<file path="src/verilog/rcp_pkg.sv">
// Package for the reference clock and multiplier configuration block.
// Holds register offsets, field positions, reset values and the pump current table.
// Assumes a 32-bit APB register bus and a single 200 MHz pclk domain.
package rcp_pkg;

  // ***************************************************************
  // Register map
  // ***************************************************************
  localparam logic [7:0] RCP_OFS_CTRL3 = 8'h00; // Control register three.
  localparam logic [7:0] RCP_OFS_STATUS = 8'h04; // Read-only block status.
  localparam int RCP_ADDR_W = 8; // Decoded address bits.

  // ***************************************************************
  // Control register three fields
  // ***************************************************************
  localparam int RCP_REPLICA_HI = 31; // Replica buffer drive code.
  localparam int RCP_REPLICA_LO = 30;
  localparam int RCP_RANGE_HI = 26; // Oscillator range code.
  localparam int RCP_RANGE_LO = 24;
  localparam int RCP_PUMP_HI = 21; // Pump current code.
  localparam int RCP_PUMP_LO = 19;
  localparam int RCP_XTAL_EN_BIT = 16; // Crystal oscillator allowed.
  localparam int RCP_DIV_EN_BIT = 15; // Input divider enable.
  localparam int RCP_PLL_EN_BIT = 8; // Multiplier path enable.
  localparam int RCP_MULT_HI = 7; // Multiplication factor.
  localparam int RCP_MULT_LO = 1;

  // Bits of control register three that hold storage; the rest read as zero.
  localparam logic [31:0] RCP_CTRL3_MASK = 32'hc739_81fe;
  // After reset: multiplier off, range bypassed, factor at its least value.
  localparam logic [31:0] RCP_CTRL3_RESET = 32'h0700_0018;

  // ***************************************************************
  // Status register fields
  // ***************************************************************
  localparam int RCP_ST_LOCK_BIT = 0; // Lock indicator as driven.
  localparam int RCP_ST_MULT_BIT = 1; // Multiplied path in use.
  localparam int RCP_ST_XPIN_BIT = 2; // Synchronised crystal-select pin.
  localparam int RCP_ST_XTAL_BIT = 3; // Crystal oscillator running.
  localparam int RCP_ST_FACT_LO = 8; // Effective factor, 7 bits.
  localparam int RCP_ST_PUMP_LO = 16; // Nominal pump current, 9 bits.

  // ***************************************************************
  // Codes and limits
  // ***************************************************************
  localparam logic [1:0] RCP_DRIVE_OFF = 2'h0; // Replica tristate.
  localparam logic [1:0] RCP_DRIVE_LOW = 2'h1;
  localparam logic [1:0] RCP_DRIVE_MED = 2'h2;
  localparam logic [1:0] RCP_DRIVE_HIGH = 2'h3;
  localparam logic [2:0] RCP_RANGE_LAST = 3'h5; // Codes above bypass.
  localparam logic [6:0] RCP_MULT_MIN = 7'h0c; // Least factor, 12.
  localparam logic [6:0] RCP_MULT_MAX = 7'h7f; // Greatest factor, 127.

  // Nominal pump current in microamps for each code.
  localparam logic [8:0] RCP_PUMP_UA [8] = '{9'h0d4, 9'h0ed, 9'h106, 9'h11f,
                                            9'h138, 9'h151, 9'h16b, 9'h183};

  // Drive codes for the replica buffer.
  typedef enum logic [1:0] {
    RCP_DRV_OFF = 2'b00,
    RCP_DRV_LOW = 2'b01,
    RCP_DRV_MED = 2'b10,
    RCP_DRV_HIGH = 2'b11
  } rcp_drive_t;

  // True when an oscillator range code bypasses the multiplier.
  function automatic logic rcp_range_bypass(input logic [2:0] code);
    rcp_range_bypass = (code > RCP_RANGE_LAST);
  endfunction : rcp_range_bypass

endpackage : rcp_pkg
</file>
<file path="src/verilog/rcp_clock_ctrl.sv">
// Reference clock path and multiplier configuration, with its APB register file.
// Assumes the analog multiplier, oscillator and buffers sit outside and take
// the registered control outputs; the lock flag and crystal pin are asynchronous.
//
// Summary of operation
// - One enable bit picks multiplied or direct clock.
// - Replica output copies reference while multiplier runs.
// - Replica drive code: tristate, low, medium, high.
// - Crystal mode from pin plus register bit.
// - Multiplication factor programmable from 12 to 127.
// - Range codes 0 to 5; 6 and 7 bypass.
// - Pump code selects 212 to 387 microamps.
// - Lock pin high when locked, low bypassed.
`timescale 1ns/1ps
module rcp_clock_ctrl import rcp_pkg::*; #(
  parameter int LOCK_DWELL_CYCLES = 16 // Stable lock cycles before the pin rises.
) (
  // APB clock and reset.
  input wire logic pclk,
  input wire logic presetn,
  // APB slave port.
  input wire logic psel,
  input wire logic penable,
  input wire logic pwrite,
  input wire logic [31:0] paddr,
  input wire logic [31:0] pwdata,
  input wire logic [3:0] pstrb,
  output logic [31:0] prdata,
  output logic pready,
  output logic pslverr,
  // Pins and analog flags.
  input wire logic crystal_select_pin,
  input wire logic pll_lock_raw,
  output logic lock_indicator_pin,
  // Controls to the analog clock path.
  output logic multiplier_select,
  output logic input_divider_enable,
  output logic [6:0] multiply_factor,
  output logic [2:0] oscillator_range_select,
  output logic [2:0] pump_current_select,
  output logic crystal_oscillator_enable,
  output logic [1:0] reference_replica_drive,
  output logic reference_replica_output_oe
);

  // ***************************************************************
  // Declarations
  // ***************************************************************
  logic [31:0] ctrl3_q; // Control register three storage.
  logic [31:0] ctrl3_d;
  logic [31:0] prdata_q; // Read data held for the access phase.
  logic [31:0] prdata_d;
  logic pready_q; // One wait state, then ready.
  logic pready_d;
  logic pslverr_q;
  logic pslverr_d;
  logic [2:0] xpin_sync_q; // Crystal-select pin synchroniser.
  logic [2:0] xpin_sync_d;
  logic xpin_q; // Accepted crystal-select level.
  logic xpin_d;
  logic mult_sel_q; // Multiplied path in use.
  logic mult_sel_d;
  logic div_en_q;
  logic div_en_d;
  logic [6:0] factor_q;
  logic [6:0] factor_d;
  logic [2:0] range_q;
  logic [2:0] range_d;
  logic [2:0] pump_q;
  logic [2:0] pump_d;
  logic xtal_en_q;
  logic xtal_en_d;
  logic [1:0] drive_q;
  logic [1:0] drive_d;
  logic drive_oe_q;
  logic drive_oe_d;
  logic lock_pin_q;
  logic lock_pin_d;
  logic [8:0] pump_ua_q; // Nominal pump current shown in status.
  logic [8:0] pump_ua_d;
  logic locked; // Qualified lock from the filter.
  logic relock; // Multiplier settings changed; lock must be earned again.
  logic access; // Access phase of a transfer.
  logic done; // Edge at which the transfer completes.
  logic addr_ok; // Address maps to a register.
  logic [31:0] wmask; // Byte lanes written.
  logic [31:0] status;
  logic [6:0] wr_factor; // Factor field of the write data.

  // ***************************************************************
  // APB slave
  // ***************************************************************
  assign access = psel && penable;
  assign done = access && pready_q;
  assign addr_ok = (paddr[RCP_ADDR_W-1:0] == RCP_OFS_CTRL3) ||
                   (paddr[RCP_ADDR_W-1:0] == RCP_OFS_STATUS);
  assign wr_factor = pwdata[RCP_MULT_HI:RCP_MULT_LO];

  // Expand the byte strobes into a bit mask.
  always_comb begin
    wmask = {{8{pstrb[3]}}, {8{pstrb[2]}}, {8{pstrb[1]}}, {8{pstrb[0]}}};
  end

  // Status word assembled from live block state.
  always_comb begin
    status = 32'h0000_0000;
    status[RCP_ST_LOCK_BIT] = lock_pin_q;
    status[RCP_ST_MULT_BIT] = mult_sel_q;
    status[RCP_ST_XPIN_BIT] = xpin_q;
    status[RCP_ST_XTAL_BIT] = xtal_en_q;
    status[RCP_ST_FACT_LO +: 7] = factor_q;
    status[RCP_ST_PUMP_LO +: 9] = pump_ua_q;
  end

  // Handshake, read data and error answer.  Ready comes one cycle into the
  // access phase so that read data can stand in a flip-flop when sampled.
  always_comb begin
    pready_d = access && !pready_q;
    prdata_d = prdata_q;
    pslverr_d = 1'b0;
    if (access && !pready_q) begin
      pslverr_d = !addr_ok;
      prdata_d = 32'h0000_0000;
      if (!pwrite && paddr[RCP_ADDR_W-1:0] == RCP_OFS_CTRL3) begin
        prdata_d = ctrl3_q;
      end else if (!pwrite && paddr[RCP_ADDR_W-1:0] == RCP_OFS_STATUS) begin
        prdata_d = status;
      end
    end
  end

  // Register write.  A factor below the least legal value is raised to it,
  // since the multiplier cannot run below that ratio.
  always_comb begin
    ctrl3_d = ctrl3_q;
    if (done && pwrite && paddr[RCP_ADDR_W-1:0] == RCP_OFS_CTRL3) begin
      ctrl3_d = ((ctrl3_q & ~wmask) | (pwdata & wmask)) & RCP_CTRL3_MASK;
      if (pstrb[0] && wr_factor < RCP_MULT_MIN) begin
        ctrl3_d[RCP_MULT_HI:RCP_MULT_LO] = RCP_MULT_MIN;
      end
    end
  end

  // ***************************************************************
  // Crystal-select pin
  // ***************************************************************
  // Three stages; a change counts once the second and third agree.
  always_comb begin
    xpin_sync_d = {xpin_sync_q[1:0], crystal_select_pin};
    xpin_d = xpin_q;
    if (xpin_sync_q[1] == xpin_sync_q[2]) begin
      xpin_d = xpin_sync_q[2];
    end
  end

  // ***************************************************************
  // Clock path controls
  // ***************************************************************
  // The multiplier runs only if enabled and the range code is not a bypass
  // code; otherwise the direct path, after the optional divider, is used.
  always_comb begin
    mult_sel_d = ctrl3_q[RCP_PLL_EN_BIT] &&
                 !rcp_range_bypass(ctrl3_q[RCP_RANGE_HI:RCP_RANGE_LO]);
    div_en_d = ctrl3_q[RCP_DIV_EN_BIT];
    factor_d = ctrl3_q[RCP_MULT_HI:RCP_MULT_LO];
    range_d = ctrl3_q[RCP_RANGE_HI:RCP_RANGE_LO];
    pump_d = ctrl3_q[RCP_PUMP_HI:RCP_PUMP_LO];
    pump_ua_d = RCP_PUMP_UA[ctrl3_q[RCP_PUMP_HI:RCP_PUMP_LO]];
    xtal_en_d = xpin_q && ctrl3_q[RCP_XTAL_EN_BIT];
  end

  // Replica buffer: driven only while the multiplier runs and the code is
  // not tristate.  The drive code is held at off whenever the pin floats.
  always_comb begin
    drive_d = RCP_DRIVE_OFF;
    drive_oe_d = 1'b0;
    if (mult_sel_d) begin
      unique case (rcp_drive_t'(ctrl3_q[RCP_REPLICA_HI:RCP_REPLICA_LO]))
        RCP_DRV_OFF: begin
          drive_d = RCP_DRIVE_OFF;
        end
        RCP_DRV_LOW: begin
          drive_d = RCP_DRIVE_LOW;
          drive_oe_d = 1'b1;
        end
        RCP_DRV_MED: begin
          drive_d = RCP_DRIVE_MED;
          drive_oe_d = 1'b1;
        end
        RCP_DRV_HIGH: begin
          drive_d = RCP_DRIVE_HIGH;
          drive_oe_d = 1'b1;
        end
      endcase
    end
  end

  // ***************************************************************
  // Lock indication
  // ***************************************************************
  // Any change of path, factor or range restarts the lock qualifier; the pin falls together
  // with a path change, but only one cycle after a new factor or range reaches the outputs.
  assign relock = (mult_sel_d != mult_sel_q) || (factor_d != factor_q) ||
                  (range_d != range_q) || !mult_sel_q;

  rcp_lock_filter #(
    .DWELL_CYCLES(LOCK_DWELL_CYCLES)
  ) u_lock_filter (
    .pclk(pclk),
    .presetn(presetn),
    .lock_raw(pll_lock_raw),
    .restart(relock),
    .locked(locked)
  );

  // Lock pin is low whenever the multiplier is bypassed.
  always_comb begin
    lock_pin_d = mult_sel_q && mult_sel_d && locked;
  end

  // ***************************************************************
  // Registers
  // ***************************************************************
  // All state of the block but the lock filter's; reset leaves the multiplier bypassed.
  always_ff @(posedge pclk or negedge presetn) begin
    if (!presetn) begin
      ctrl3_q <= RCP_CTRL3_RESET;
      prdata_q <= 32'h0000_0000;
      pready_q <= 1'b0;
      pslverr_q <= 1'b0;
      xpin_sync_q <= 3'h0;
      xpin_q <= 1'b0;
      mult_sel_q <= 1'b0;
      div_en_q <= 1'b0;
      factor_q <= RCP_MULT_MIN;
      range_q <= 3'h7;
      pump_q <= 3'h0;
      pump_ua_q <= 9'h0d4;
      xtal_en_q <= 1'b0;
      drive_q <= RCP_DRIVE_OFF;
      drive_oe_q <= 1'b0;
      lock_pin_q <= 1'b0;
    end else begin
      ctrl3_q <= ctrl3_d;
      prdata_q <= prdata_d;
      pready_q <= pready_d;
      pslverr_q <= pslverr_d;
      xpin_sync_q <= xpin_sync_d;
      xpin_q <= xpin_d;
      mult_sel_q <= mult_sel_d;
      div_en_q <= div_en_d;
      factor_q <= factor_d;
      range_q <= range_d;
      pump_q <= pump_d;
      pump_ua_q <= pump_ua_d;
      xtal_en_q <= xtal_en_d;
      drive_q <= drive_d;
      drive_oe_q <= drive_oe_d;
      lock_pin_q <= lock_pin_d;
    end
  end

  // ***************************************************************
  // Outputs
  // ***************************************************************
  // Every output stands straight from a flip-flop.
  assign prdata = prdata_q;
  assign pready = pready_q;
  assign pslverr = pslverr_q;
  assign lock_indicator_pin = lock_pin_q;
  assign multiplier_select = mult_sel_q;
  assign input_divider_enable = div_en_q;
  assign multiply_factor = factor_q;
  assign oscillator_range_select = range_q;
  assign pump_current_select = pump_q;
  assign crystal_oscillator_enable = xtal_en_q;
  assign reference_replica_drive = drive_q;
  assign reference_replica_output_oe = drive_oe_q;

endmodule : rcp_clock_ctrl

</file>
<file path="src/verilog/rcp_lock_filter.sv">
// Lock qualifier for the raw phase-lock flag of the analog multiplier.
// Assumes the raw flag is asynchronous to pclk and may chatter while settling.
`timescale 1ns/1ps
module rcp_lock_filter import rcp_pkg::*; #(
  parameter int DWELL_CYCLES = 16 // Stable cycles before lock is reported.
) (
  // Clock and reset.
  input wire logic pclk,
  input wire logic presetn,
  // Raw lock flag and restart request.
  input wire logic lock_raw,
  input wire logic restart,
  // Qualified lock level.
  output logic locked
);

  // ***************************************************************
  // Synchroniser
  // ***************************************************************
  logic [2:0] sync_q; // Three stages; only stages two and three are compared.
  logic [2:0] sync_d;
  logic level_q; // Accepted level of the raw flag.
  logic level_d;
  logic [15:0] count_q; // Dwell counter.
  logic [15:0] count_d;
  logic locked_q;
  logic locked_d;

  // Shift the raw flag in and accept a change once the last two stages agree.
  always_comb begin
    sync_d = {sync_q[1:0], lock_raw};
    level_d = level_q;
    if (sync_q[1] == sync_q[2]) begin
      level_d = sync_q[2];
    end
  end

  // ***************************************************************
  // Dwell counter
  // ***************************************************************
  // A lock is reported only after the flag has stayed high for the dwell time,
  // so a flag that flickers during acquisition never reaches the pin.
  always_comb begin
    count_d = count_q;
    locked_d = locked_q;
    if (restart || !level_q) begin
      count_d = 16'h0000;
      locked_d = 1'b0;
    end else if (count_q >= 16'(DWELL_CYCLES - 1)) begin
      locked_d = 1'b1;
    end else begin
      count_d = count_q + 16'h0001;
    end
  end

  // Registers of the synchroniser and the counter.
  always_ff @(posedge pclk or negedge presetn) begin
    if (!presetn) begin
      sync_q <= 3'h0;
      level_q <= 1'b0;
      count_q <= 16'h0000;
      locked_q <= 1'b0;
    end else begin
      sync_q <= sync_d;
      level_q <= level_d;
      count_q <= count_d;
      locked_q <= locked_d;
    end
  end

  assign locked = locked_q;

endmodule : rcp_lock_filter

</file>
<file path="config.mk">
export PLATFORM = sky130hd
export DESIGN_NAME = rcp_clock_ctrl
export DESIGN_NICKNAME = d
export VERILOG_FILES = /design/src/verilog/rcp_pkg.sv /design/src/verilog/rcp_clock_ctrl.sv /design/src/verilog/rcp_lock_filter.sv
export SDC_FILE = /design/constraint.sdc
export NUM_CORES = 1
export LEC_CHECK = 0
export BUFFER_PORTS_ARGS = -buffer_cell sky130_fd_sc_hd__buf_2
export CORE_AREA = 2 2 88 107
export CTS_CLUSTER_DIAMETER = 50
export DETAILED_ROUTE_END_ITERATION = 7
export DIE_AREA = 0 0 90 109
export GPL_TIMING_DRIVEN = 0
export PLACE_DENSITY_LB_ADDON = 0.08
export SLEW_MARGIN = 20
export SYNTH_ARGS = -nofsm -noshare
export SYNTH_HDL_FRONTEND = slang
export SYNTH_SLANG_ARGS = --single-unit
</file>
<file path="constraint.sdc">
create_clock -name pclk -period 2.45 [get_ports pclk]
set_clock_uncertainty 0.2 [all_clocks]
set_input_delay 0.3675 -clock pclk [delete_from_list [all_inputs] [get_ports pclk]]
set_output_delay 0.3675 -clock pclk [all_outputs]
set_load 0.005 [all_outputs]
</file>
==> metrics.csv <==
stage,metric,value,unit
min_path,Hold Path Class,in -> reg,
final_layout,post-route insts no fill,505,
status,status,"finished, final reports clean",
final_layout,layout net count,461,
drt,WL/cell,15.1,um
cts,Root Buffer,clkbuf_8,
drt,Vias/cell,4.87,
final_layout,"commonest non-fill, non-tap cell in the layout",dfrtp_1,
floorplanning,row cnt,38,
cts,maximum clock path buffer count,2,
yosys,Mapped Area,3830,um^2
yosys,"flops & latches, synth",102,
power,register share of total power,61.3,%
place,post-DP HPWL,5460,um
drt,drt pass-1 iters,4,
yosys,syn_area_per_cell,14.0,um^2
critical_path,startpoint types,flip-flop,
cts,CTS tree,done,
grt,vias in the first global route,2417,
critical_path,Critical Path RT,2.54,ns
floorplanning,die area,9810,um^2
power,Comb pwr share,4.2,%
drt,post-route DRC violation count,0,
power,pwr/cell area,591,nW/um^2
sta,"Slew Viols, Final",0,
place,cell count after placement,483,
sta,Max-slew headroom,39.7,%
floorplanning,I/O Pins,129,
floorplanning,die height,109,um
floorplanning,Core Box Area,8840,um^2
final_layout,number of fill cells,813,
grt,grt total ovfl,0,
sta,worst-margin pin slew,0.905,ns
drt,DR vias,2458,
drt,post-route antenna net violation count,0,
grt,global-route wire length before repair,12300,um
cts,H-Tree Depth,3,
floorplanning,width of the die,90,um
grt,largest net degree at the start of global routing,83,
sta,crit path time final,2.30,ns
yosys,gate count of the mapped netlist,273,
yosys,count of cell types in the netlist,35,
final_layout,post-layout util,53.2,%
power,Sw Pwr,629,uW
place,Placer Congestion,0.744,
cts,Num CTS Buffers,9,
sta,RSZ-0062 raised after global routing,no,
cts,clk sink count,102,
sta,final setup violating endpoints,0,
sta,total negative slack,0,ns
final_layout,ant diodes,0,
power,Leak Pwr,0.00246,uW
power,Sw Share,22.6,%
final_layout,layout cells sized above 1,37.9,%
grt,initial antenna violation count,0,
cts,clk slew on worst S/H paths,0.09,ns
critical_path,Worst Reg2Reg Path Length in Cells,6,
min_path,worst hold path stage count,2,
final_layout,area grow syn2layout,22.8,%
power,Power Internal,2150,uW
cts,"Clk Latency, worst-skew pair",0.36,ns
drt,DR iter-0 viols,79,
floorplanning,initial core utilization,43.3,%
critical_path,CP Capture Type,flip-flop,
critical_path,crit path DAT,2.39,ns
drt,final wirelength,7630,um
yosys,synth warn,0,
place,PortBufs,87,
power,Final Power,2780,uW
flow_run,maxcap violations,0,
sta,Final period util,94.0,%
sta,fmax,434,MHz
grt,GRT Total Usage,16.2,%
power,clock group share of total power,34.5,%
sta,count of final hold-check violations,0,
critical_path,Crit Path Class,reg -> reg,
place,placed instance area,4460,um^2
final_layout,"commonest cells after routing, fill and taps aside","dfrtp_1, buf_2, a22o_1",
critical_path,worst-path fanout max,10,
final_layout,Final Cell Area,4700,um^2
power,maximum VDD drop,0.286,mV
yosys,post-synthesis sequential area ratio,67.1,%
repair_timing:
item,CTS,global route
hold buffers,4,0
gates resized for setup,4,0
pin swaps,0,1
hold endpoints to repair,72,0
endpoints found under the setup margin,17,10
setup buffers,0,2
critical path: stages (launching register included):
cell      delay (ns)
dfrtp_1         0.41
a21boi_1        0.32
ha_1            0.29
nand4b_1        0.22
nor4_4          0.37
clkbuf_2        0.27
and2_1          0.15
per-layer routing:
layer / vias to the layer above / GRT usage, % / part of all wire [%]
li1: 1164 / - / -
met1: 1218 / 21.3 / 45
met2: 66 / 25.3 / 47
met3: 10 / 5.18 / 6.2
met4: 0 / 6.04 / 1.5
met5: - / 0 / 0
Yosys cell counts (all sizes together):
cell type  number  share of area, %
a2111oi         1              0.23
a21boi          3              0.59
a21o            1              0.20
a21oi           2              0.26
a22o           20               4.6
a31oi           2              0.33
and2           17               2.8
buf             7               1.3
clkbuf          4              0.39
conb            1             0.098
dfrtp          88                57
dfstp          14               9.6
ha              6               2.0
inv             7              0.69
maj3            2              0.52
mux2           16               4.7
mux2i          12               3.1
nand2          19               1.9
nand3           3              0.39
nand3b          1              0.20
nand4           3              0.49
nand4b          1              0.23
nor2            6               1.0
nor2b           3              0.49
nor4            5               1.2
o21a            1              0.20
o21ai          11               1.4
or2             1              0.16
or3             3              0.49
or4             2              0.49
xnor2          11               2.5
stage by stage:
step                      hold WS, ns  setup WS, ns
after floorplan                -0.128         0.139
after global placement          0.141        -0.631
after detailed placement       0.0292        -0.613
after CTS                      0.0156       0.00933
after global routing           0.0183        0.0429
final                          0.0341         0.147
worst paths after layout:
path	startpoint	endpoint	slack, ns
worst max register to register	flip-flop	u_lock_filter.count_q[4]$_DFFE_PN0P_	0.15
max in group asynchronous	presetn	pump_ua_q[2]$_DFF_PN1_	1.16
worst min register to register	xpin_sync_q[0]$_DFF_PN0_	xpin_sync_q[1]$_DFF_PN0_	0.16
worst min-delay path	pwdata[24]	flip-flop	0.03
worst max-delay path	flip-flop	u_lock_filter.count_q[4]$_DFFE_PN0P_	0.15
min in group asynchronous	presetn	prdata[13]$_DFFE_PN0P_	0.21
cells by family after synthesis:
group / count (synthesis) / share of synthesized area (%)
DFF: 102 / 67.1
and+or+nand+nor: 64 / 9.80
AOI/OAI and AO/OA: 41 / 7.81
muxes: 28 / 7.84
buffers and inverters: 18 / 2.35
xor gates and xnor gates: 11 / 2.52
adders and majority gates: 8 / 2.48
other: 1 / 0.0979
power groups by stage:
stage | clock, uW | sequential, uW | combinational [uW]
after floorplan | 0 | 1730 | 32.4
after global placement | 0 | 1740 | 108
after detailed placement | 0 | 1740 | 115
after CTS | 1000 | 1700 | 121
after global routing | 1070 | 1700 | 132
final | 960 | 1700 | 116
cell type report:
cell class	instances	area [um^2]	area share (%)
buffer	11	65.1	1.38
clock inverter	4	31.3	0.665
clock buffer	12	145	3.09
tap	120	150	3.19
multi-input combinational	155	1190	25.3
sequential	102	2570	54.6
inverter	7	26.3	0.559
timing repair buffer	94	524	11.1
(Power assumes the default switching activity.)
